$ cat src/evt_dispatch_cfg.svh
// evt_dispatch_cfg.svh: dispatcher constants
// assumes: included by bare name
`ifndef EVT_DISPATCH_CFG_SVH
`define EVT_DISPATCH_CFG_SVH

// event numbering and per-variant event limits
`define EVT_NUM_W          6
`define EVT_LIMIT_SMALL    7'h20
`define EVT_LIMIT_LARGE    7'h40
`define EVT_TOP_NUM        6'h00

// channel budget per variant
`define CHAN_CNT_W         8
`define DISC_LIMIT_SMALL   8'h20
`define DISC_LIMIT_LARGE   8'h80
`define ANA_LIMIT_SMALL    8'h08
`define ANA_LIMIT_LARGE    8'h10
`define APP_LIMIT_SMALL    8'h04
`define APP_LIMIT_LARGE    8'h10

// discrete event pins and output image
`define PIN_COUNT          8
`define DOUT_CHANS         128
`define DOUT_CHAN_W        7
`define GROUP_W            8
`define GROUP_IDX_W        4

// pending-event store depth, a power of two
`define EVT_STACK_DEPTH    16

// reset values of the control bits
`define MAIN_RUN_RESET     1'b1
`define FAST_RUN_RESET     1'b1
`define EVT_ENABLE_RESET   1'b1
`define MASK_RESET         1'b0

`endif

$ cat src/evt_dispatch_pkg.sv
// evt_dispatch_pkg.sv: types shared by the event dispatcher modules
// assumes: nothing beyond the configuration header
package evt_dispatch_pkg;

  // task that currently owns the program step
  typedef enum logic [2:0] {
    TASK_NONE = 3'b000,
    TASK_MAIN = 3'b001,
    TASK_FAST = 3'b010,
    TASK_EVT  = 3'b011,
    TASK_TOP  = 3'b100
  } task_type;

  // fetch cycle: store data is registered
  typedef enum logic [0:0] {
    DISP_IDLE  = 1'b0,
    DISP_FETCH = 1'b1
  } disp_state_type;

endpackage

$ cat src/evt_stack_if.sv
// evt_stack_if.sv: carrier between the dispatcher and its pending-event store
// assumes: both ends on the same clock
`timescale 1ns/1ns
`include "evt_dispatch_cfg.svh"

interface evt_stack_if;
  logic                  push;
  logic [`EVT_NUM_W-1:0] push_num;
  logic                  pop;
  logic [`EVT_NUM_W-1:0] head_num;
  logic                  empty;
  logic                  full;

  modport owner (output push, push_num, pop, input head_num, empty, full);
  modport store (input push, push_num, pop, output head_num, empty, full);
endinterface

$ cat src/edge_sense.sv
// edge_sense.sv: synchroniser and edge detector
// assumes: i_pin asynchronous; i_falling static
`timescale 1ns/1ns

module edge_sense (
  input  wire logic i_clk,
  input  wire logic i_rst_b,
  input  wire logic i_pin,
  input  wire logic i_falling,
  output logic      o_edge
);

  logic sync1_reg;
  logic sync2_reg;
  logic prev_reg;

  // two-stage synchroniser plus one history stage
  always_ff @(posedge i_clk) begin
    if (!i_rst_b) begin
      sync1_reg <= 1'b0;
      sync2_reg <= 1'b0;
      prev_reg  <= 1'b0;
    end else begin
      sync1_reg <= i_pin;
      sync2_reg <= sync1_reg;
      prev_reg  <= sync2_reg;
    end
  end

  assign o_edge = i_falling ? (prev_reg & ~sync2_reg) : (~prev_reg & sync2_reg);

endmodule // edge_sense

$ cat src/evt_stack.sv
// evt_stack.sv: ordered store of pending events
// assumes: head_num valid the cycle after a pop
`timescale 1ns/1ns
`include "evt_dispatch_cfg.svh"

module evt_stack #(
  parameter int DEPTH = `EVT_STACK_DEPTH
) (
  input  wire logic i_clk,
  input  wire logic i_rst_b,
  evt_stack_if.store port
);

  localparam int AW = $clog2(DEPTH);
  localparam int CW = $clog2(DEPTH + 1);

  logic [`EVT_NUM_W-1:0] mem [DEPTH];
  logic [AW-1:0]         wr_ptr_reg;
  logic [AW-1:0]         wr_ptr_next;
  logic [AW-1:0]         rd_ptr_reg;
  logic [AW-1:0]         rd_ptr_next;
  logic [CW-1:0]         count_reg;
  logic [CW-1:0]         count_next;
  logic [`EVT_NUM_W-1:0] head_reg;
  logic [`EVT_NUM_W-1:0] head_next;
  logic                  push_ok;
  logic                  pop_ok;

  assign port.empty = (count_reg == '0);
  assign port.full  = (count_reg == CW'(DEPTH));
  // a push into a full store is dropped; the owner flags it
  assign push_ok    = port.push & ~port.full;
  assign pop_ok     = port.pop & ~port.empty;
  assign port.head_num = head_reg;

  always_comb begin
    wr_ptr_next = wr_ptr_reg;
    rd_ptr_next = rd_ptr_reg;
    count_next  = count_reg;
    head_next   = head_reg;
    if (push_ok) begin
      wr_ptr_next = wr_ptr_reg + 1'b1;
    end
    if (pop_ok) begin
      rd_ptr_next = rd_ptr_reg + 1'b1;
      head_next   = mem[rd_ptr_reg];
    end
    count_next = count_reg + CW'(push_ok) - CW'(pop_ok);
  end

  always_ff @(posedge i_clk) begin
    if (!i_rst_b) begin
      wr_ptr_reg <= '0;
      rd_ptr_reg <= '0;
      count_reg  <= '0;
      head_reg   <= '0;
    end else begin
      wr_ptr_reg <= wr_ptr_next;
      rd_ptr_reg <= rd_ptr_next;
      count_reg  <= count_next;
      head_reg   <= head_next;
    end
  end

  // storage array, no reset needed
  always_ff @(posedge i_clk) begin
    if (push_ok) begin
      mem[wr_ptr_reg] <= port.push_num;
    end
  end

endmodule // evt_stack

$ cat src/event_task_dispatcher.sv
// event_task_dispatcher.sv: task sequencing and event dispatch
// assumes: one clock; i_prog_done pulses per step;
// pins asynchronous, other requests on i_clk
`timescale 1ns/1ns
`include "evt_dispatch_cfg.svh"

// Notes on behaviour
// - main program runs in run only if enabled
// - fast program runs only if its bit set
// - inhibited task still exchanges its I/O
// - both run bits set after reset
// - 32 or 64 event numbers by variant
// - pin event on configured rising/falling edge
// - global enable clear discards arriving events
// - masked events stored, dispatched in order
// - event zero preempts running events only if none are stored
// - busy equal/higher level: event stacked
// - stack overflow drops event, sets flag
// - discrete event channels within 32/128
// - analog event channels within 8/16
// - app-specific event channels within 4/16
// - event output write sends whole group
// - owning task still exchanges event channels
// - event diverts to its channel handler
// - higher priority preempts, lower then resumes
// - events over fast over main
module event_task_dispatcher
  import evt_dispatch_pkg::*;
#(
  parameter int STACK_DEPTH = `EVT_STACK_DEPTH
) (
  input  wire logic                                i_clk,
  input  wire logic                                i_rst_b,
  input  wire logic                                i_run,
  input  wire logic                                i_large_variant,
  input  wire logic                                i_main_run_wr,
  input  wire logic                                i_main_run_din,
  input  wire logic                                i_fast_run_wr,
  input  wire logic                                i_fast_run_din,
  input  wire logic                                i_evt_enable_wr,
  input  wire logic                                i_evt_enable_din,
  input  wire logic                                i_mask_set,
  input  wire logic                                i_mask_clear,
  input  wire logic                                i_overflow_clear,
  input  wire logic                                i_main_start,
  input  wire logic                                i_fast_tick,
  input  wire logic                                i_prog_done,
  input  wire logic [`PIN_COUNT-1:0]               i_evt_pin,
  input  wire logic [`PIN_COUNT-1:0]               i_evt_pin_falling,
  input  wire logic [`PIN_COUNT*`EVT_NUM_W-1:0]    i_evt_pin_map,
  input  wire logic                                i_src_valid,
  input  wire logic [`EVT_NUM_W-1:0]               i_src_num,
  input  wire logic [`CHAN_CNT_W-1:0]              i_cfg_disc_chans,
  input  wire logic [`CHAN_CNT_W-1:0]              i_cfg_ana_chans,
  input  wire logic [`CHAN_CNT_W-1:0]              i_cfg_app_chans,
  input  wire logic                                i_dout_wr,
  input  wire logic [`DOUT_CHAN_W-1:0]             i_dout_chan,
  input  wire logic                                i_dout_val,
  output logic                                     o_main_task_run_bit,
  output logic                                     o_fast_task_run_bit,
  output logic                                     o_event_task_global_enable,
  output logic                                     o_events_masked,
  output logic                                     o_event_stack_overflow_flag,
  output logic                                     o_src_ready,
  output task_type                                 o_cur_task,
  output logic                                     o_evt_dispatch,
  output logic [`EVT_NUM_W-1:0]                    o_handler_num,
  output logic                                     o_exch_main,
  output logic                                     o_exch_fast,
  output logic                                     o_grp_xfer,
  output logic [`GROUP_IDX_W-1:0]                  o_grp_index,
  output logic [`GROUP_W-1:0]                      o_grp_image,
  output logic                                     o_cfg_limit_error
);

  ////////////////////////////////////////////////////////////////////////////////
  // declarations

  logic                  main_run_reg,  main_run_next;
  logic                  fast_run_reg,  fast_run_next;
  logic                  evt_en_reg,    evt_en_next;
  logic                  mask_reg,      mask_next;
  logic                  ovf_reg,       ovf_next;
  logic [`PIN_COUNT-1:0] pend_reg,      pend_next;
  logic                  main_act_reg,  main_act_next;
  logic                  fast_act_reg,  fast_act_next;
  logic                  evtl_act_reg,  evtl_act_next;
  logic                  top_act_reg,   top_act_next;
  logic [`EVT_NUM_W-1:0] evtl_num_reg,  evtl_num_next;
  disp_state_type        disp_reg,      disp_next;
  task_type              task_reg,      task_next;
  logic                  disp_pls_reg,  disp_pls_next;
  logic                  exm_reg,       exm_next;
  logic                  exf_reg,       exf_next;
  logic [`DOUT_CHANS-1:0] img_reg,      img_next;
  logic                  xfer_reg,      xfer_next;
  logic [`GROUP_IDX_W-1:0] gidx_reg,    gidx_next;
  logic [`GROUP_W-1:0]   gimg_reg,      gimg_next;
  logic                  cfgerr_reg,    cfgerr_next;
  logic [`PIN_COUNT-1:0] pin_edge;
  logic [`PIN_COUNT-1:0] pin_take;
  logic                  have_cand;
  logic [`EVT_NUM_W-1:0] cand_num;
  logic                  cand_ok;
  logic                  arrive;
  logic                  can_start;
  logic                  start_now;
  logic [6:0]            evt_limit;

  evt_stack_if stk ();

  ////////////////////////////////////////////////////////////////////////////////
  // sources: pins, then the pending store

  genvar g;
  generate
    for (g = 0; g < `PIN_COUNT; g++) begin : g_pin
      edge_sense u_edge (
        .i_clk     (i_clk),
        .i_rst_b   (i_rst_b),
        .i_pin     (i_evt_pin[g]),
        .i_falling (i_evt_pin_falling[g]),
        .o_edge    (pin_edge[g])
      );
    end
  endgenerate

  evt_stack #(.DEPTH(STACK_DEPTH)) u_stack (
    .i_clk   (i_clk),
    .i_rst_b (i_rst_b),
    .port    (stk.store)
  );

  ////////////////////////////////////////////////////////////////////////////////
  // control bits written by the program

  always_comb begin
    main_run_next = i_main_run_wr   ? i_main_run_din   : main_run_reg;
    fast_run_next = i_fast_run_wr   ? i_fast_run_din   : fast_run_reg;
    evt_en_next   = i_evt_enable_wr ? i_evt_enable_din : evt_en_reg;
    // set beats clear
    mask_next     = i_mask_set | (mask_reg & ~i_mask_clear);
    ovf_next      = (arrive & ~start_now & stk.full) | (ovf_reg & ~i_overflow_clear);
  end

  always_ff @(posedge i_clk) begin
    if (!i_rst_b) begin
      main_run_reg <= `MAIN_RUN_RESET;
      fast_run_reg <= `FAST_RUN_RESET;
      evt_en_reg   <= `EVT_ENABLE_RESET;
      mask_reg     <= `MASK_RESET;
      ovf_reg      <= 1'b0;
    end else begin
      main_run_reg <= main_run_next;
      fast_run_reg <= fast_run_next;
      evt_en_reg   <= evt_en_next;
      mask_reg     <= mask_next;
      ovf_reg      <= ovf_next;
    end
  end

  ////////////////////////////////////////////////////////////////////////////////
  // event intake, source port first

  always_comb begin
    pin_take  = '0;
    have_cand = i_src_valid;
    cand_num  = i_src_num;
    if (!i_src_valid) begin
      for (int k = `PIN_COUNT - 1; k >= 0; k--) begin
        if (pend_reg[k]) begin
          pin_take  = '0;
          pin_take[k] = 1'b1;
          have_cand = 1'b1;
          cand_num  = i_evt_pin_map[k*`EVT_NUM_W +: `EVT_NUM_W];
        end
      end
    end
    // a repeated edge merges with the waiting one
    pend_next = (pend_reg & ~pin_take) | pin_edge;
  end

  always_ff @(posedge i_clk) begin
    if (!i_rst_b) begin
      pend_reg <= '0;
    end else begin
      pend_reg <= pend_next;
    end
  end

  assign o_src_ready = 1'b1;
  // numbers beyond the variant limit are ignored
  assign evt_limit   = i_large_variant ? `EVT_LIMIT_LARGE : `EVT_LIMIT_SMALL;
  assign cand_ok     = {1'b0, cand_num} < evt_limit;
  assign arrive      = have_cand & cand_ok & evt_en_reg;
  // with the store empty, event zero only waits for another event zero
  assign can_start   = (cand_num == `EVT_TOP_NUM) ? ~top_act_reg : ~(top_act_reg | evtl_act_reg);
  assign start_now   = arrive & ~mask_reg & stk.empty & can_start & (disp_reg == DISP_IDLE);
  assign stk.push     = arrive & ~start_now;
  assign stk.push_num = cand_num;
  assign stk.pop      = (disp_reg == DISP_IDLE) & ~mask_reg & ~stk.empty &
                        ~top_act_reg & ~evtl_act_reg;

  ////////////////////////////////////////////////////////////////////////////////
  // task activity

  always_comb begin
    main_act_next = main_act_reg;
    fast_act_next = fast_act_reg;
    evtl_act_next = evtl_act_reg;
    top_act_next  = top_act_reg;
    evtl_num_next = evtl_num_reg;
    disp_next     = disp_reg;
    disp_pls_next = 1'b0;
    exm_next      = 1'b0;
    exf_next      = 1'b0;
    if (i_prog_done) begin
      if (top_act_reg) begin
        top_act_next = 1'b0;
      end else if (evtl_act_reg) begin
        evtl_act_next = 1'b0;
      end else if (fast_act_reg) begin
        fast_act_next = 1'b0;
      end else begin
        main_act_next = 1'b0;
      end
    end
    if (i_main_start) begin
      exm_next = 1'b1;
      // program only in run and enabled
      if (i_run && main_run_reg && !main_act_reg) begin
        main_act_next = 1'b1;
      end
    end
    if (i_fast_tick) begin
      exf_next = 1'b1;
      if (i_run && fast_run_reg && !fast_act_reg) begin
        fast_act_next = 1'b1;
      end
    end
    unique case (disp_reg)
      DISP_IDLE: begin
        if (stk.pop) begin
          disp_next = DISP_FETCH;
        end else if (start_now) begin
          disp_pls_next = 1'b1;
          if (cand_num == `EVT_TOP_NUM) begin
            top_act_next = 1'b1;
          end else begin
            evtl_act_next = 1'b1;
            evtl_num_next = cand_num;
          end
        end
      end
      DISP_FETCH: begin
        // stored head is ready now
        disp_next     = DISP_IDLE;
        disp_pls_next = 1'b1;
        if (stk.head_num == `EVT_TOP_NUM) begin
          top_act_next = 1'b1;
        end else begin
          evtl_act_next = 1'b1;
          evtl_num_next = stk.head_num;
        end
      end
    endcase
    if (top_act_next) begin
      task_next = TASK_TOP;
    end else if (evtl_act_next) begin
      task_next = TASK_EVT;
    end else if (fast_act_next) begin
      task_next = TASK_FAST;
    end else if (main_act_next) begin
      task_next = TASK_MAIN;
    end else begin
      task_next = TASK_NONE;
    end
  end

  always_ff @(posedge i_clk) begin
    if (!i_rst_b) begin
      main_act_reg <= 1'b0;
      fast_act_reg <= 1'b0;
      evtl_act_reg <= 1'b0;
      top_act_reg  <= 1'b0;
      evtl_num_reg <= '0;
      disp_reg     <= DISP_IDLE;
      task_reg     <= TASK_NONE;
      disp_pls_reg <= 1'b0;
      exm_reg      <= 1'b0;
      exf_reg      <= 1'b0;
    end else begin
      main_act_reg <= main_act_next;
      fast_act_reg <= fast_act_next;
      evtl_act_reg <= evtl_act_next;
      top_act_reg  <= top_act_next;
      evtl_num_reg <= evtl_num_next;
      disp_reg     <= disp_next;
      task_reg     <= task_next;
      disp_pls_reg <= disp_pls_next;
      exm_reg      <= exm_next;
      exf_reg      <= exf_next;
    end
  end

  ////////////////////////////////////////////////////////////////////////////////
  // output image and configuration budget

  always_comb begin
    img_next  = img_reg;
    xfer_next = 1'b0;
    gidx_next = gidx_reg;
    gimg_next = gimg_reg;
    if (i_dout_wr) begin
      img_next[i_dout_chan] = i_dout_val;
      // event task sends the whole group
      if (task_reg == TASK_EVT || task_reg == TASK_TOP) begin
        xfer_next = 1'b1;
        gidx_next = i_dout_chan[`DOUT_CHAN_W-1 -: `GROUP_IDX_W];
        gimg_next = img_next[i_dout_chan[`DOUT_CHAN_W-1 -: `GROUP_IDX_W]*`GROUP_W +: `GROUP_W];
      end
    end
    cfgerr_next =
      (i_cfg_disc_chans > (i_large_variant ? `DISC_LIMIT_LARGE : `DISC_LIMIT_SMALL)) |
      (i_cfg_ana_chans  > (i_large_variant ? `ANA_LIMIT_LARGE  : `ANA_LIMIT_SMALL))  |
      (i_cfg_app_chans  > (i_large_variant ? `APP_LIMIT_LARGE  : `APP_LIMIT_SMALL));
  end

  always_ff @(posedge i_clk) begin
    if (!i_rst_b) begin
      img_reg    <= '0;
      xfer_reg   <= 1'b0;
      gidx_reg   <= '0;
      gimg_reg   <= '0;
      cfgerr_reg <= 1'b0;
    end else begin
      img_reg    <= img_next;
      xfer_reg   <= xfer_next;
      gidx_reg   <= gidx_next;
      gimg_reg   <= gimg_next;
      cfgerr_reg <= cfgerr_next;
    end
  end

  ////////////////////////////////////////////////////////////////////////////////
  // outputs

  assign o_main_task_run_bit         = main_run_reg;
  assign o_fast_task_run_bit         = fast_run_reg;
  assign o_event_task_global_enable  = evt_en_reg;
  assign o_events_masked             = mask_reg;
  assign o_event_stack_overflow_flag = ovf_reg;
  assign o_cur_task                  = task_reg;
  assign o_evt_dispatch              = disp_pls_reg;
  assign o_handler_num               = top_act_reg ? `EVT_TOP_NUM : evtl_num_reg;
  assign o_exch_main                 = exm_reg;
  assign o_exch_fast                 = exf_reg;
  assign o_grp_xfer                  = xfer_reg;
  assign o_grp_index                 = gidx_reg;
  assign o_grp_image                 = gimg_reg;
  assign o_cfg_limit_error           = cfgerr_reg;

endmodule // event_task_dispatcher

$ cat config.mk
export PLATFORM = sky130hd
export DESIGN_NAME = event_task_dispatcher
export DESIGN_NICKNAME = d
export VERILOG_FILES = /design/src/evt_dispatch_pkg.sv /design/src/evt_stack_if.sv /design/src/edge_sense.sv /design/src/evt_stack.sv /design/src/event_task_dispatcher.sv
export VERILOG_INCLUDE_DIRS = /design/src
export SDC_FILE = /design/constraint.sdc
export NUM_CORES = 1
export LEC_CHECK = 0
export BUFFER_PORTS_ARGS = -buffer_cell sky130_fd_sc_hd__buf_2
export CORE_UTILIZATION = 45
export DETAILED_ROUTE_END_ITERATION = 10
export SLEW_MARGIN = 25
export SYNTH_ARGS = -nofsm -noshare
export SYNTH_HDL_FRONTEND = slang
export SYNTH_SLANG_ARGS = --single-unit
$ cat constraint.sdc
create_clock -name i_clk -period 4.5 [get_ports i_clk]
set_clock_uncertainty 0.2 [all_clocks]
set_input_delay 0.225 -clock i_clk [delete_from_list [all_inputs] [get_ports i_clk]]
set_output_delay 0.225 -clock i_clk [all_outputs]
set_load 0.1 [all_outputs]
==> flow_summary.ini <==
[place]
placed_area_mm2 = 0.0157
gp_congestion = 0.962
dp_hpwl_mm = 30.7
numPortBuffers = 150

[timing]
finalMaxSlewViolations = 0
finalCritPeriodShare_pct = 84.8
fmax_mhz = 262
holdWs_ns = 0.0106
fin_setup_tns_ns = 0
hold_viol = 0
relSlewSlack_pct = 29.4
setup_viol_count_final = 0
period_minus_slack_ns = 3.82
rsz0062_at_grt = false
tightest_slew_ns = 1.06

[global_routing]
antenna_found_initial = 0
grt_pass1_wl_mm = 72.1
overflow = 0
grt.total_usage_pct = 28.1
grt_pass1_vias = 12000
grt_max_degree = 66

[die]
die_x_um = 183
core_mm2 = 0.0319
die_h_um = 183
start_util_pct = 46.1
design.die.area_mm2 = 0.0334
placementRows = 65
ioPinCount = 152

[run]
maxCapViolCount = 0

[clocking]
clk_latency_ns = 0.54
cts_buffer_depth = 3
cts.sinks = 310
clk_pin_slew_ns = 0.07
cts_tree = built
cts_buffers = 36
cts_root_buf = clkbuf_16
htree_levels = 2

[worst_setup_path]
crit_buf_inv = 0
crit_path_end_kind = flop
crit_path_top_delay_cell = dfxtp_1
crit_family = simple AND/OR/NAND/NOR gates
arrival_ns = 4.08
path_common_cell = a21oi_1
path_class = reg -> reg
cpPeakStageDelay_ns = 0.50
crit_chain = nor2_2 -> a2111oi_2 -> nor3_2 -> o22ai_2 -> nor4_4 -> nor2_4 -> ha_1 -> fa_1 -> a21oi_1 -> nor2_1 -> or3_1 -> a21oi_1
setup.worst_path.start_class = flop
cp.required_ns = 4.77
path_max_fanout = 16

[routing]
via_per_inst = 6.07
dr.pass1.iters = 6
ant_nets = 0
wl_per_cell_um = 22.2
drc = 0
num_vias = 12800
wl_mm = 46.9
drt-initial-drc-count = 1298

[final_layout]
finalInstanceArea_mm2 = 0.0172
nNetsFinal = 1793
synthToLayoutAreaGrowth_pct = 17.1
drive_gt1_share_pct = 18.6
final_core_util_pct = 54.0
antenna_cells = 0
largest_register_ffs = 128

[pwr]
p_leak_nw = 6.10
powerDensity_mw_per_mm2 = 468
max-vdd-ir-drop_uv = 304

[yosys]
ys_seq_area_share_pct = 48.8
yosysMostFrequentCell = dfxtp_1
synth.top_cell.area_share_pct = 29.2
syn_area_mm2 = 0.0147
synth-seq-cells = 310
synth.area.top_cells = dfxtp_1 (29%), edfxtp_1 (20%), a21oi_1 (6.5%)
synth_top_area_cell = dfxtp_1
syn_inst = 1530
ys_async_sr_fraction_pct = 0
synth_common_cells = dfxtp_1 (214), a21oi_1 (191), o21ai_0 (158)
synth_edf_count = 96
avgSynthCellArea_um2 = 9.60
yosysUniqueCellTypes = 81
synthFlopType = dfxtp_1
syn_nets = 1668
synth_warnings = 0

[hold_path]
min_path_type = in -> reg

[outcome]
status = complete, no violations
## layer usage
layer | track usage, % | vias to the layer above | share of wire, %
li1 | - | 5926 | -
met1 | 40.5 | 6257 | 44
met2 | 42.7 | 570 | 45
met3 | 5.59 | 67 | 8.7
met4 | 7.83 | 0 | 2.2
met5 | 0 | - | 0
## layout make-up
type	count	area [um2]
Fill cell	2923	14700
Sequential cell	310	7170
Multi-Input combinational cell	1067	6940
Timing Repair Buffer	212	1300
Clock buffer	50	1000
Tap cell	435	544
Clock inverter	10	136
Inverter	28	108
## worst paths after layout
kind                            cells after the start                            startpoint  slack (ns)                                   end
worst min register to register                      1  g_pin[2].u_edge.sync1_reg$_SDFF_PN0_        0.23  g_pin[2].u_edge.sync2_reg$_SDFF_PN0_
worst max register to register                     12                pend_reg[5]$_SDFF_PN0_        0.68       u_stack.count_reg[4]$_SDFF_PN0_
worst max-delay path                               12                pend_reg[5]$_SDFF_PN0_        0.68       u_stack.count_reg[4]$_SDFF_PN0_
worst min-delay path                                3                            i_dout_val        0.01             img_reg[112]$_SDFFE_PN0P_
## worst register-to-register path, cell delays in order, from the launching register on
cell	delay (ns)
dfxtp_1	0.50
nor2_2	0.41
a2111oi_2	0.15
nor3_2	0.33
o22ai_2	0.19
nor4_4	0.50
nor2_4	0.14
ha_1	0.24
fa_1	0.40
a21oi_1	0.15
nor2_1	0.06
or3_1	0.34
a21oi_1	0.14
## logic make-up after synthesis
| kind of cell | count (synthesis) | synth area share [%] |
|---|---|---|
| compound gates | 474 | 19.0 |
| other cells | 1 | 0.0255 |
| simple gates | 488 | 17.4 |
| flops | 310 | 48.8 |
| xor+xnor | 6 | 0.358 |
| buf+inv | 153 | 4.16 |
| fa+ha+maj | 18 | 1.58 |
| mux | 80 | 8.72 |
## cells in the final DEF (no fill, tap or decap), drive strengths merged, types with 41 or more instances in the layout
| cell type | Yosys | layout |
|---|---|---|
| edfxtp | 96 | 96 |
| nand2 | 88 | 88 |
| and2 | 41 | 41 |
| a21oi | 191 | 191 |
| clkbuf | 102 | 50 |
| nand3 | 151 | 151 |
| buf | 23 | 178 |
| o21ai | 166 | 166 |
| nor2 | 82 | 82 |
| dfxtp | 214 | 214 |
## per-stage QoR
step                worst slack, ns  cells  power [W]
detailed placement            0.688   2018    0.00524
CTS                           0.696   2112    0.00810
finish                        0.684   2112    0.00806
global route                  0.448   2112    0.00838
floorplan                      1.06   1530    0.00473
global placement              0.751   2018    0.00522
## report_power, final
group	switching (W)	internal, W
clock	0.00120	0.00164
combinational	0.00129	0.000668
sequential	0.000179	0.00308
total	0.00267	0.00539
## repair_timing
item / in CTS / in global routing
endpoints found under the hold margin: 28 / 0
setup buffers: 0 / 0
hold buffers: 34 / 0
gates resized for setup: 0 / 0
No activity file was read; power rests on OpenSTA's default activity.
